[config.mk]
export PLATFORM = sky130hd
export DESIGN_NAME = wdm_watchdog
export DESIGN_NICKNAME = d
export VERILOG_FILES = /design/src/wdm_pkg.sv /design/src/wdm_divider.sv /design/src/wdm_watchdog.sv
export SDC_FILE = /design/constraint.sdc
export NUM_CORES = 1
export LEC_CHECK = 0
export BUFFER_PORTS_ARGS = -buffer_cell sky130_fd_sc_hd__buf_2
export CORE_MARGIN = 2
export CORE_UTILIZATION = 51
export DETAILED_ROUTE_END_ITERATION = 6
export GPL_TIMING_DRIVEN = 0
export PLACE_DENSITY = 0.78
export SLEW_MARGIN = 20
export SYNTH_ARGS = -nofsm -noshare
export SYNTH_HDL_FRONTEND = slang
export SYNTH_HIERARCHICAL = 1
export SYNTH_SLANG_ARGS = --single-unit
[constraint.sdc]
create_clock -name core_clk_in -period 1.95 [get_ports core_clk_in]
set_clock_uncertainty 0.1 [all_clocks]
set_input_delay 0.39 -clock core_clk_in [delete_from_list [all_inputs] [get_ports core_clk_in]]
set_output_delay 0.39 -clock core_clk_in [all_outputs]
set_load 0.02 [all_outputs]
[src/wdm_pkg.sv]
// Operation
// The overflow action choice can be written once after reset and later writes leave it alone.
// Reset release sets the overflow action to reset request.
// With the interrupt action the block serves as a periodic interrupt timer.
// The watchdog counts from reset release with no software set-up.
// Software sets the detection time and action, clears the counter, then keeps clearing it in time.
// An overflow of the uncleared binary counter activates the watchdog output.
// With the action bit at one an overflow issues a reset request to the internal hardware.
// With the action bit at zero an overflow raises the watchdog interrupt instead.
// Counting holds during stop, warm-up, idle and sleep and resumes from the held value.
// A divider feeds a two-stage binary counter and the clear code clears only the counter.
// Since the divider keeps running, a clear may see overflow after three quarters of the time.
// Software clears at intervals shorter than three quarters of the detection time.
// In interrupt mode each overflow gives one interrupt event and counting goes on periodically.
package wdm_pkg;

   localparam int WDM_ADDR_W = 4;
   localparam int WDM_DATA_W = 8;
   localparam int WDM_DIV_W = 24;
   localparam int WDM_CNT_W = 2;
   localparam int WDM_NUM_TIMES = 4;
   localparam int WDM_TSEL_W = 2;

   // Register offsets.
   localparam logic [WDM_ADDR_W-1:0] WDM_OFS_CONFIG = 4'h0;
   localparam logic [WDM_ADDR_W-1:0] WDM_OFS_COMMAND = 4'h1;
   localparam logic [WDM_ADDR_W-1:0] WDM_OFS_STATUS = 4'h2;
   localparam logic [WDM_ADDR_W-1:0] WDM_OFS_MASK = 4'h3;
   localparam logic [WDM_ADDR_W-1:0] WDM_OFS_STATE = 4'h4;

   // Field positions of the config register.
   localparam int WDM_CFG_ACTION_BIT = 0;
   localparam int WDM_CFG_TSEL_LSB = 1;
   localparam int WDM_CFG_TSEL_MSB = 2;

   // Field positions of the state register.
   localparam int WDM_ST_CNT_LSB = 0;
   localparam int WDM_ST_CNT_MSB = 1;
   localparam int WDM_ST_LOCK_BIT = 2;
   localparam int WDM_ST_HOLD_BIT = 3;

   // Status and mask layout.
   localparam int WDM_EVT_OVERFLOW_BIT = 0;

   // Reset values and codes.
   localparam logic WDM_ACTION_RESET = 1'b1;
   localparam logic WDM_ACTION_IRQ = 1'b0;
   localparam logic [WDM_TSEL_W-1:0] WDM_TSEL_RST = 2'h3;
   localparam logic [WDM_DATA_W-1:0] WDM_CLEAR_CODE = 8'h4e;
   localparam logic [WDM_DATA_W-1:0] WDM_MASK_RST = 8'h00;
   localparam logic [WDM_CNT_W-1:0] WDM_CNT_ZERO = 2'h0;
   localparam logic [WDM_CNT_W-1:0] WDM_CNT_LAST = 2'h3;
   localparam logic [WDM_DIV_W-1:0] WDM_DIV_ZERO = 24'h000000;
   localparam logic [WDM_DIV_W-1:0] WDM_DIV_ONE = 24'h000001;
   localparam logic [WDM_DATA_W-1:0] WDM_DATA_ZERO = 8'h00;

   // Divider tap of the shortest detection time, and the tap step between settings.
   localparam int WDM_TAP_BASE = 15;
   localparam int WDM_TAP_STEP = 2;

endpackage

[src/wdm_divider.sv]
`timescale 1ns/10ps
// Free running prescaler: never cleared by the counter clear code.
module wdm_divider (
   // Clock and reset
   input wire logic core_clk_in,
   input wire logic sys_rst_in,
   // Control
   input wire logic run_in,
   // Count
   output logic [wdm_pkg::WDM_DIV_W-1:0] div_count_out
);

   logic [wdm_pkg::WDM_DIV_W-1:0] div_q;

   always_ff @(posedge core_clk_in or posedge sys_rst_in) begin
      if (sys_rst_in) begin
         div_q <= wdm_pkg::WDM_DIV_ZERO;
      end else if (run_in) begin // see R9
         div_q <= div_q + wdm_pkg::WDM_DIV_ONE;
      end
   end

   assign div_count_out = div_q;

endmodule // wdm_divider

[src/wdm_watchdog.sv]
`timescale 1ns/10ps
module wdm_watchdog #(
   parameter int TAP_BASE = wdm_pkg::WDM_TAP_BASE
) (
   // Clock and reset
   input wire logic core_clk_in,
   input wire logic sys_rst_in,
   // Register port
   input wire logic [wdm_pkg::WDM_ADDR_W-1:0] reg_addr_in,
   input wire logic [wdm_pkg::WDM_DATA_W-1:0] reg_wdata_in,
   input wire logic reg_wr_in,
   input wire logic reg_rd_in,
   output logic [wdm_pkg::WDM_DATA_W-1:0] reg_rdata_out,
   // Low-power state of the core
   input wire logic low_power_hold_in,
   // Watchdog outputs
   output logic overflow_pulse_out,
   output logic reset_request_out,
   output logic watchdog_interrupt_out,
   output logic irq_out
);

   ////////////////////////////////////////////////////////////////////////////////
   // Declarations.

   // The write-once action choice is a two-state machine: open until the first
   // config write, shut until the next reset.
   typedef enum logic [0:0] {
      WDM_LOCK_OPEN = 1'b0,
      WDM_LOCK_SHUT = 1'b1
   } wdm_lock_state_t;

   logic run;
   logic [wdm_pkg::WDM_DIV_W-1:0] div_count;
   logic [wdm_pkg::WDM_NUM_TIMES-1:0] tap_tick;
   logic tick;
   logic overflow;
   logic wr_config;
   logic wr_command;
   logic wr_mask;
   logic rd_status;
   logic clear_cmd;
   logic wr_action;
   logic [wdm_pkg::WDM_TSEL_W-1:0] wr_time_sel;
   logic overflow_action_select_q;
   wdm_lock_state_t lock_state_q;
   wdm_lock_state_t lock_state_d;
   logic action_locked;
   logic [wdm_pkg::WDM_TSEL_W-1:0] detection_time_select_q;
   logic [wdm_pkg::WDM_CNT_W-1:0] bin_cnt_q;
   logic [wdm_pkg::WDM_DATA_W-1:0] status_q;
   logic [wdm_pkg::WDM_DATA_W-1:0] status_d;
   logic [wdm_pkg::WDM_DATA_W-1:0] mask_q;
   logic [wdm_pkg::WDM_DATA_W-1:0] cfg_image;
   logic [wdm_pkg::WDM_DATA_W-1:0] state_image;
   logic [wdm_pkg::WDM_DATA_W-1:0] rdata_d;
   logic [wdm_pkg::WDM_DATA_W-1:0] rdata_q;
   logic [wdm_pkg::WDM_DATA_W-1:0] event_set;
   logic overflow_q;
   logic reset_req_q;
   logic wdt_irq_q;

   ////////////////////////////////////////////////////////////////////////////////
   // Prescaler and detection time taps.

   // There is no software disable: the watchdog runs from reset release and only a
   // low-power hold stops it.

   // Counting stops in every low-power state and picks up where it left off.
   assign run = ~low_power_hold_in; // see R9

   wdm_divider u_divider (
      .core_clk_in(core_clk_in),
      .sys_rst_in(sys_rst_in),
      .run_in(run),
      .div_count_out(div_count)
   );

   // Each tap ticks once per 2**tap cycles; the counter needs four ticks to overflow,
   // so the detection time is four tap periods.
   genvar gi;
   generate
      for (gi = 0; gi < wdm_pkg::WDM_NUM_TIMES; gi++) begin : g_tap
         localparam int TAP = TAP_BASE + gi * wdm_pkg::WDM_TAP_STEP;
         assign tap_tick[gi] = run & (&div_count[TAP-1:0]);
      end
   endgenerate

   // A new time selection takes effect at once, so the period in progress may end early.
   assign tick = tap_tick[detection_time_select_q];

   ////////////////////////////////////////////////////////////////////////////////
   // Register decode.

   always_comb begin
      wr_config = 1'b0;
      wr_command = 1'b0;
      wr_mask = 1'b0;
      if (reg_addr_in == wdm_pkg::WDM_OFS_CONFIG) begin
         wr_config = reg_wr_in;
      end else if (reg_addr_in == wdm_pkg::WDM_OFS_COMMAND) begin
         wr_command = reg_wr_in;
      end else if (reg_addr_in == wdm_pkg::WDM_OFS_MASK) begin
         wr_mask = reg_wr_in;
      end
   end

   // Only the status register has a side effect on read.
   always_comb begin
      rd_status = 1'b0;
      if (reg_addr_in == wdm_pkg::WDM_OFS_STATUS) begin
         rd_status = reg_rd_in;
      end
   end

   // Only the exact clear code clears; any other command value is ignored.
   assign clear_cmd = wr_command && (reg_wdata_in == wdm_pkg::WDM_CLEAR_CODE);

   // Config write fields.
   assign wr_action = reg_wdata_in[wdm_pkg::WDM_CFG_ACTION_BIT];
   assign wr_time_sel = reg_wdata_in[wdm_pkg::WDM_CFG_TSEL_MSB:wdm_pkg::WDM_CFG_TSEL_LSB];

   ////////////////////////////////////////////////////////////////////////////////
   // Configuration.

   // The action choice is write-once so a runaway program cannot turn a reset into
   // an interrupt; any config write closes it, even one that keeps the action.
   always_comb begin
      lock_state_d = lock_state_q;
      case (lock_state_q)
         WDM_LOCK_OPEN: begin
            if (wr_config) begin
               lock_state_d = WDM_LOCK_SHUT;
            end
         end
         WDM_LOCK_SHUT: begin
            lock_state_d = WDM_LOCK_SHUT;
         end
      endcase
   end

   always_ff @(posedge core_clk_in or posedge sys_rst_in) begin
      if (sys_rst_in) begin
         lock_state_q <= WDM_LOCK_OPEN;
      end else begin
         lock_state_q <= lock_state_d;
      end
   end

   assign action_locked = (lock_state_q == WDM_LOCK_SHUT);

   always_ff @(posedge core_clk_in or posedge sys_rst_in) begin
      if (sys_rst_in) begin
         overflow_action_select_q <= wdm_pkg::WDM_ACTION_RESET;
      end else if (wr_config && !action_locked) begin
         overflow_action_select_q <= wr_action;
      end
   end

   // The time selection stays writable after the lock, so a periodic interrupt
   // can still be retuned.
   always_ff @(posedge core_clk_in or posedge sys_rst_in) begin
      if (sys_rst_in) begin
         detection_time_select_q <= wdm_pkg::WDM_TSEL_RST;
      end else if (wr_config) begin
         detection_time_select_q <= wr_time_sel;
      end
   end

   ////////////////////////////////////////////////////////////////////////////////
   // Two-stage binary counter.

   // The clear leaves the divider phase alone, so the next overflow lands between
   // three and four tap periods later.
   assign overflow = tick && (bin_cnt_q == wdm_pkg::WDM_CNT_LAST) && !clear_cmd; // see R6

   always_ff @(posedge core_clk_in or posedge sys_rst_in) begin
      if (sys_rst_in) begin
         bin_cnt_q <= wdm_pkg::WDM_CNT_ZERO;
      end else if (clear_cmd) begin
         bin_cnt_q <= wdm_pkg::WDM_CNT_ZERO;
      end else if (tick) begin
         bin_cnt_q <= bin_cnt_q + 2'h1;
      end
   end

   ////////////////////////////////////////////////////////////////////////////////
   // Overflow actions.

   // Every overflow pulses here whatever the action; the two action pulses below
   // are its reset and interrupt halves and never both at once.
   always_ff @(posedge core_clk_in or posedge sys_rst_in) begin
      if (sys_rst_in) begin
         overflow_q <= 1'b0;
      end else begin
         overflow_q <= overflow;
      end
   end

   always_ff @(posedge core_clk_in or posedge sys_rst_in) begin
      if (sys_rst_in) begin
         reset_req_q <= 1'b0;
      end else begin
         reset_req_q <= overflow &&
            (overflow_action_select_q == wdm_pkg::WDM_ACTION_RESET);
      end
   end

   always_ff @(posedge core_clk_in or posedge sys_rst_in) begin
      if (sys_rst_in) begin
         wdt_irq_q <= 1'b0;
      end else begin
         wdt_irq_q <= overflow &&
            (overflow_action_select_q == wdm_pkg::WDM_ACTION_IRQ); // see R8
      end
   end

   assign overflow_pulse_out = overflow_q;
   assign reset_request_out = reset_req_q;
   assign watchdog_interrupt_out = wdt_irq_q;

   ////////////////////////////////////////////////////////////////////////////////
   // Interrupt status and mask.

   always_comb begin
      event_set = wdm_pkg::WDM_DATA_ZERO;
      event_set[wdm_pkg::WDM_EVT_OVERFLOW_BIT] = wdt_irq_q;
   end

   // A new event in the cycle of the clearing read survives the clear.
   always_comb begin
      status_d = status_q;
      if (rd_status) begin
         status_d = wdm_pkg::WDM_DATA_ZERO;
      end
      status_d = status_d | event_set;
   end

   always_ff @(posedge core_clk_in or posedge sys_rst_in) begin
      if (sys_rst_in) begin
         status_q <= wdm_pkg::WDM_DATA_ZERO;
      end else begin
         status_q <= status_d;
      end
   end

   always_ff @(posedge core_clk_in or posedge sys_rst_in) begin
      if (sys_rst_in) begin
         mask_q <= wdm_pkg::WDM_MASK_RST;
      end else if (wr_mask) begin
         mask_q <= reg_wdata_in;
      end
   end

   // A plain AND/OR of registers, so the level output cannot glitch on decode.
   assign irq_out = |(status_q & mask_q);

   ////////////////////////////////////////////////////////////////////////////////
   // Read data.

   always_comb begin
      cfg_image = wdm_pkg::WDM_DATA_ZERO;
      cfg_image[wdm_pkg::WDM_CFG_ACTION_BIT] = overflow_action_select_q;
      cfg_image[wdm_pkg::WDM_CFG_TSEL_MSB:wdm_pkg::WDM_CFG_TSEL_LSB] = detection_time_select_q;
   end

   // The state image lets software see the held count and the lock during bring-up.
   always_comb begin
      state_image = wdm_pkg::WDM_DATA_ZERO;
      state_image[wdm_pkg::WDM_ST_CNT_MSB:wdm_pkg::WDM_ST_CNT_LSB] = bin_cnt_q;
      state_image[wdm_pkg::WDM_ST_LOCK_BIT] = action_locked;
      state_image[wdm_pkg::WDM_ST_HOLD_BIT] = low_power_hold_in;
   end

   always_comb begin
      rdata_d = wdm_pkg::WDM_DATA_ZERO;
      if (reg_addr_in == wdm_pkg::WDM_OFS_CONFIG) begin
         rdata_d = cfg_image;
      end else if (reg_addr_in == wdm_pkg::WDM_OFS_STATUS) begin
         rdata_d = status_q;
      end else if (reg_addr_in == wdm_pkg::WDM_OFS_MASK) begin
         rdata_d = mask_q;
      end else if (reg_addr_in == wdm_pkg::WDM_OFS_STATE) begin
         rdata_d = state_image;
      end
   end

   // Read data stand only in the cycle after the strobe and are zero otherwise.
   always_ff @(posedge core_clk_in or posedge sys_rst_in) begin
      if (sys_rst_in) begin
         rdata_q <= wdm_pkg::WDM_DATA_ZERO;
      end else if (reg_rd_in) begin
         rdata_q <= rdata_d;
      end else begin
         rdata_q <= wdm_pkg::WDM_DATA_ZERO;
      end
   end

   assign reg_rdata_out = rdata_q;

endmodule // wdm_watchdog

After elaboration in Yosys (flattened, before gate mapping)
Cells that the tools add are included.

Bits in registers: 57. Bits of input ports: 17. Logic and storage cells: 63.

Add/sub/neg operators: 2. Magnitude comparators: 1. Equal/unequal tests: 6. Mux-type cells: 19. Bitwise gates (word level): 9. Reductions and logical operators: 15.

Operator list (number): 8-bit two-way mux (5); 24-bit by 1-bit adder with 24-bit output, second input constant (1); 21-bit AND reduction (1); 19-bit AND reduction (1); 17-bit AND reduction (1); 15-bit AND reduction (1); 1-bit two-way mux (9); 8-bit bitwise AND (1); 4-bit by 2-bit == test with 1-bit output, second input constant (2); 8-bit by 7-bit == test with 1-bit output, second input constant (1); 8-bit by 1-bit OR with 8-bit output (1); 8-bit OR reduction (1); 1-bit logical AND (6); 1-bit bitwise AND (4); 4-bit by 1-bit == test with 1-bit output, second input constant (1); 4-bit by 3-bit == test with 1-bit output, second input constant (1); 4-bit zero test (1); 2-bit two-way mux (2); 4-bit two-way mux (1); 2-bit by 3-bit < comparator with 1-bit output, second input constant (1); 1-bit NOT (3); 2-bit by 1-bit adder with 2-bit output, second input constant (1); 1-bit binary-select mux with 2-bit select (1); 2-bit == test, second input constant (1); 3 further kinds (4).

Longest topological paths before layout
Depth in word-level cells: 7. Depth in mapped cells: 6.

Cells and area by module
The synthesis kept the hierarchy.

Modules (own cells, without submodules): wdm_watchdog (instances 1, cells each 113, area an instance 1233.7 um^2); wdm_divider (instances 1, cells each 90, area an instance 1054.8 um^2).

Worst setup path after synthesis
OpenSTA, ideal clock, no wires.

Path kind: register to register. Start: register u_divider.div_q (netlist bit u_divider/div_count_out[0]). End: register u_divider.div_q (netlist bit u_divider/div_count_out[22]). Data arrival time: 1832 ps. Slack: -61 ps. Stages on the path, launching flop included: 7. Buffers on the path: 1. Period minus slack after synthesis: 2011 ps. Cell sequence: dfrtp_1 > ha_1 > nand4_2 > or4_4 > buf_6 > nor4_1 > xor2_1.

Cells in the longest elaborated chain, start to end: 1.

RTL lines: from (decl) (RTL line wdm_divider.sv:13) `logic [wdm_pkg::WDM_DIV_W-1:0] div_q;`; from (signal assigned) (RTL line wdm_divider.sv:17) `div_q <= wdm_pkg::WDM_DIV_ZERO;`; from (signal assigned) (RTL line wdm_divider.sv:19) `div_q <= div_q + wdm_pkg::WDM_DIV_ONE;`; 24-bit by 1-bit adder with 24-bit output (RTL line wdm_divider.sv:19).

No other way between the ends. A chain may end at the register's enable or synchronous reset.

Worst setup path after layout
Start: register u_divider.div_q (netlist bit u_divider/div_count_out[0]). End: register bin_cnt_q[0] in the netlist's numbering.

Cells in the longest elaborated chain, start to end: 5. Elaborated cells between the ends (all ways): 11. Those cells by class: mux (2); bitwise (4); reduce/logical (5).

RTL lines: 21-bit AND reduction, or another cell as far along (RTL line wdm_watchdog.sv:85) `assign tap_tick[gi] = run & (&div_count[TAP-1:0]);`; 1-bit bitwise AND (RTL line wdm_watchdog.sv:85); 1-bit binary-select mux with 2-bit select * (RTL line wdm_watchdog.sv:90) `assign tick = tap_tick[detection_time_select_q];`; 1-bit two-way mux (implied by the code) * (RTL line wdm_watchdog.sv:90); 2-bit nonzero test (no source line) *; to (signal assigned) (RTL line wdm_watchdog.sv:179) `bin_cnt_q <= wdm_pkg::WDM_CNT_ZERO;`; to (signal assigned) (RTL line wdm_watchdog.sv:181) `bin_cnt_q <= wdm_pkg::WDM_CNT_ZERO;`; to (signal assigned) (RTL line wdm_watchdog.sv:183) `bin_cnt_q <= bin_cnt_q + 2'h1;`; to (decl) (RTL line wdm_watchdog.sv:50) `logic [wdm_pkg::WDM_CNT_W-1:0] bin_cnt_q;`.

Every way passes the cells marked *; elsewhere a longest branch is shown, timed or not. The select of a mux whose other input is x is not followed.

==> results.md <==
- The flow ran to the end, and the final reports show no timing, DRC or antenna violations.
- The core area is 4030 um2.
- The count of hold buffers inserted by post-cts repair is 0.
- The number of antenna diodes is 0.
- The vertical die dimension is 69.0 um.
- The starting density of the core is 53.5%.
- Once layout is complete, the cells apart from fillers number 279.
- The number of cells produced by synthesis is 192.
- The reg-to-reg endpoint is bin_cnt_q[0].
- The count of nets left with antenna violations once routing finished came out at 0.
- For this run, the top clock speed supported by timing is 0.527 GHz.
- Including well taps, the total number of placed cells is 269.
- Setup violations remaining at the end of the flow were counted as 0.
- Grouping stages by cell kind, the critical path spends the most delay in simple AND/OR/NAND/NOR gates.
- Headroom to the max-slew limit came out at 37.4%.
- The data required time at the worst endpoint is 2080 ps.
- The clock tree from TritonCTS is built.
- In this run the mean area of a mapped cell was 11.2 um2.
- The detailed placement HPWL is 2.89 mm.
- The pin count of the biggest net entering global routing is 27.
- The clock buffer count from CTS is 5.
- The clock drives 47 sinks.
- The detailed router placed 1535 vias in this run.
- The wire length of the first global-routing pass is 7.05 mm.
- The leading cell type in the layout, fill and taps excluded is dfrtp_1.
- Clock-pin slew was measured on the worst setup and hold paths at 90 ps.
- The reg-to-reg setup timing slack is 50 ps.
- Walking the worst path, the cells encountered are buf_6 -> nand4_1 -> or4_4 -> or3_1 -> a21oi_1.
- The first-pass iteration count of the detailed router is 4.
- The initial antenna violation count is 0.
- The die is 69.0 um wide.
- The classification of the worst setup path is reg -> reg.
- The post-detailed-route DRC marker count is 0.
- The via count of the first global-routing pass came to 1531.
- Across the run, the number of max-cap violations was 0.
- The mapped netlist covers 2160 um2.
- Setup repair after global routing could not meet its margin everywhere.
- IR analysis of the VDD net gives a maximum drop of 0.574 mV.
- Counting I/O delays and the setup requirement, the final critical path takes 1900 ps.
- The detailed router finished its first iteration with 99 violations.
- The static leakage power is 0.00117 uW.
- The post-synthesis net count is 211.
- The cell at the root of the clock tree is clkbuf_8.
- The startpoint identified for the worst register-to-register timing path is u_divider/div_count_out[0].
- After the last flow step, the layout net total stands at 247.
- The buffer and inverter count on the worst path is 1.
- Along the worst path, the maximum fanout reaches 3.
- Yosys printed 6 warnings.
- Across every metal layer, demand over resource in global routing totals 18.3%.
- During I/O placement, the number of pins put on the boundary was 29.
- Power spread over the standard cell area amounts to 898 nW/um2.
- The total number of H-tree levels is 2.
- The number of fill cells is 319.
- The type of element capturing the critical path is a flop.
- The average routed wire per standard cell is 14.8 um.
- The highest-delay cell along the critical path is or4_4.
- For the worst flop-to-flop path, the logic depth is 5.
- For the worst setup path, the data arrival time is 2030 ps.
- On the final layout, the worst hold slack is 76.2 ps.
- At the pin with the least slew margin, the transition time is 933 ps.
- The via count normalized by instance count is 5.50.
- The completed layout was analyzed and its total power is 2260 uW.
- The number of slew-limit violations in the final report was 0.
- The global-route congestion overflow total is 0.
- The post-route netlist has 27.5% of its cells at a drive strength greater than 1.
- The routed design has 4.12 mm of wire.
- The number of buffers added on ports is 27.
- At the end of routability-driven placement, the weighted congestion stood at 0.886.
- The path type of the worst min-delay path is in -> async.
- The number of buffers on the longest clock path is 2.
- The worst stage delay on the critical path is 530 ps.
- The count of endpoints failing hold in the final timing report is 0.
- The post-route fraction of the period consumed by the critical path is 97.3%.
- The floorplan has 23 rows.
- The setup total negative slack is 0 ps.
- The area of the die is 4760 um2.
- The insertion delay of the later-clocked pin in the worst-skew pair is 300 ps.
- In the layout the commonest cells are 43 x dfrtp_1, 27 x buf_2, 16 x nor2_1.
- The relative area change from synthesis to final layout is 16.7%.
- STA classifies the critical path startpoint as a flop.
[area by class of cell]
| class | instances | area (um2) | area share (%) |
|---|---|---|---|
| Timing Repair Buffer | 30 | 161 | 6.42 |
| Multi-Input combinational cell | 129 | 960 | 38.2 |
| Clock buffer | 5 | 68.8 | 2.74 |
| Inverter | 13 | 48.8 | 1.94 |
| Tap cell | 50 | 62.6 | 2.49 |
| Buffer | 2 | 7.51 | 0.299 |
| Sequential cell | 47 | 1180 | 47.0 |
| Clock inverter | 3 | 25.0 | 0.995 |
[through the flow]
| stage | worst slack [ps] | instance area (um2) | util [%] |
|---|---|---|---|
| detailed placement | -228 | 2370 | 58.9 |
| global route | -11.4 | 2510 | 62.4 |
| finish | 51.8 | 2510 | 62.4 |
| CTS | 37.4 | 2490 | 61.9 |
| global placement | -202 | 2370 | 58.9 |
| floorplan | 3.77 | 2170 | - |
[routing by layer]
metal  global-route usage, %  wire (um)
met5                       0          0
met4                    7.84         85
met3                    3.80        193
met2                    29.0       1990
met1                    24.4       1850
[where the power goes]
group          leakage [uW]  switching (uW)  total [uW]  internal [uW]
Clock             0.0000443             342         598            256
Combinational      0.000510             178         399            221
Sequential         0.000610             142        1260           1120
Total               0.00117             662        2260           1600
[how the worst max path moves through the flow]
stage	slack, ps	to	cells past startpoint	start
global placement	-200	u_divider/div_count_out[20]	7	low_power_hold_in
CTS	40	bin_cnt_q[0]	5	u_divider/div_count_out[0]
finish	50	bin_cnt_q[0]	5	u_divider/div_count_out[0]
detailed placement	-230	u_divider/div_count_out[20]	7	low_power_hold_in
global route	-10	bin_cnt_q[0]	5	u_divider/div_count_out[0]
floorplan	4	u_divider/div_count_out[20]	6	u_divider/div_count_out[0]
[repair_timing]
| action | CTS | global route |
|---|---|---|
| buffers inserted | 3 | 0 |
| pin swaps | 3 | 4 |
| resized for setup | 2 | 4 |
| endpoints found under the setup margin | 4 | 8 |
[registers in the layout (all words and copies together) (netlist names)]
name / flops
watchdog_interrupt_out: 1
overflow_pulse_out: 1
mask_q: 8
detection_time_select_q: 2
overflow_action_select_q: 1
reg_rdata_out: 8
bin_cnt_q: 2
u_divider/div_count_out: 21
action_locked: 1
status_q: 1
reset_request_out: 1
(Power assumes the default switching activity.)
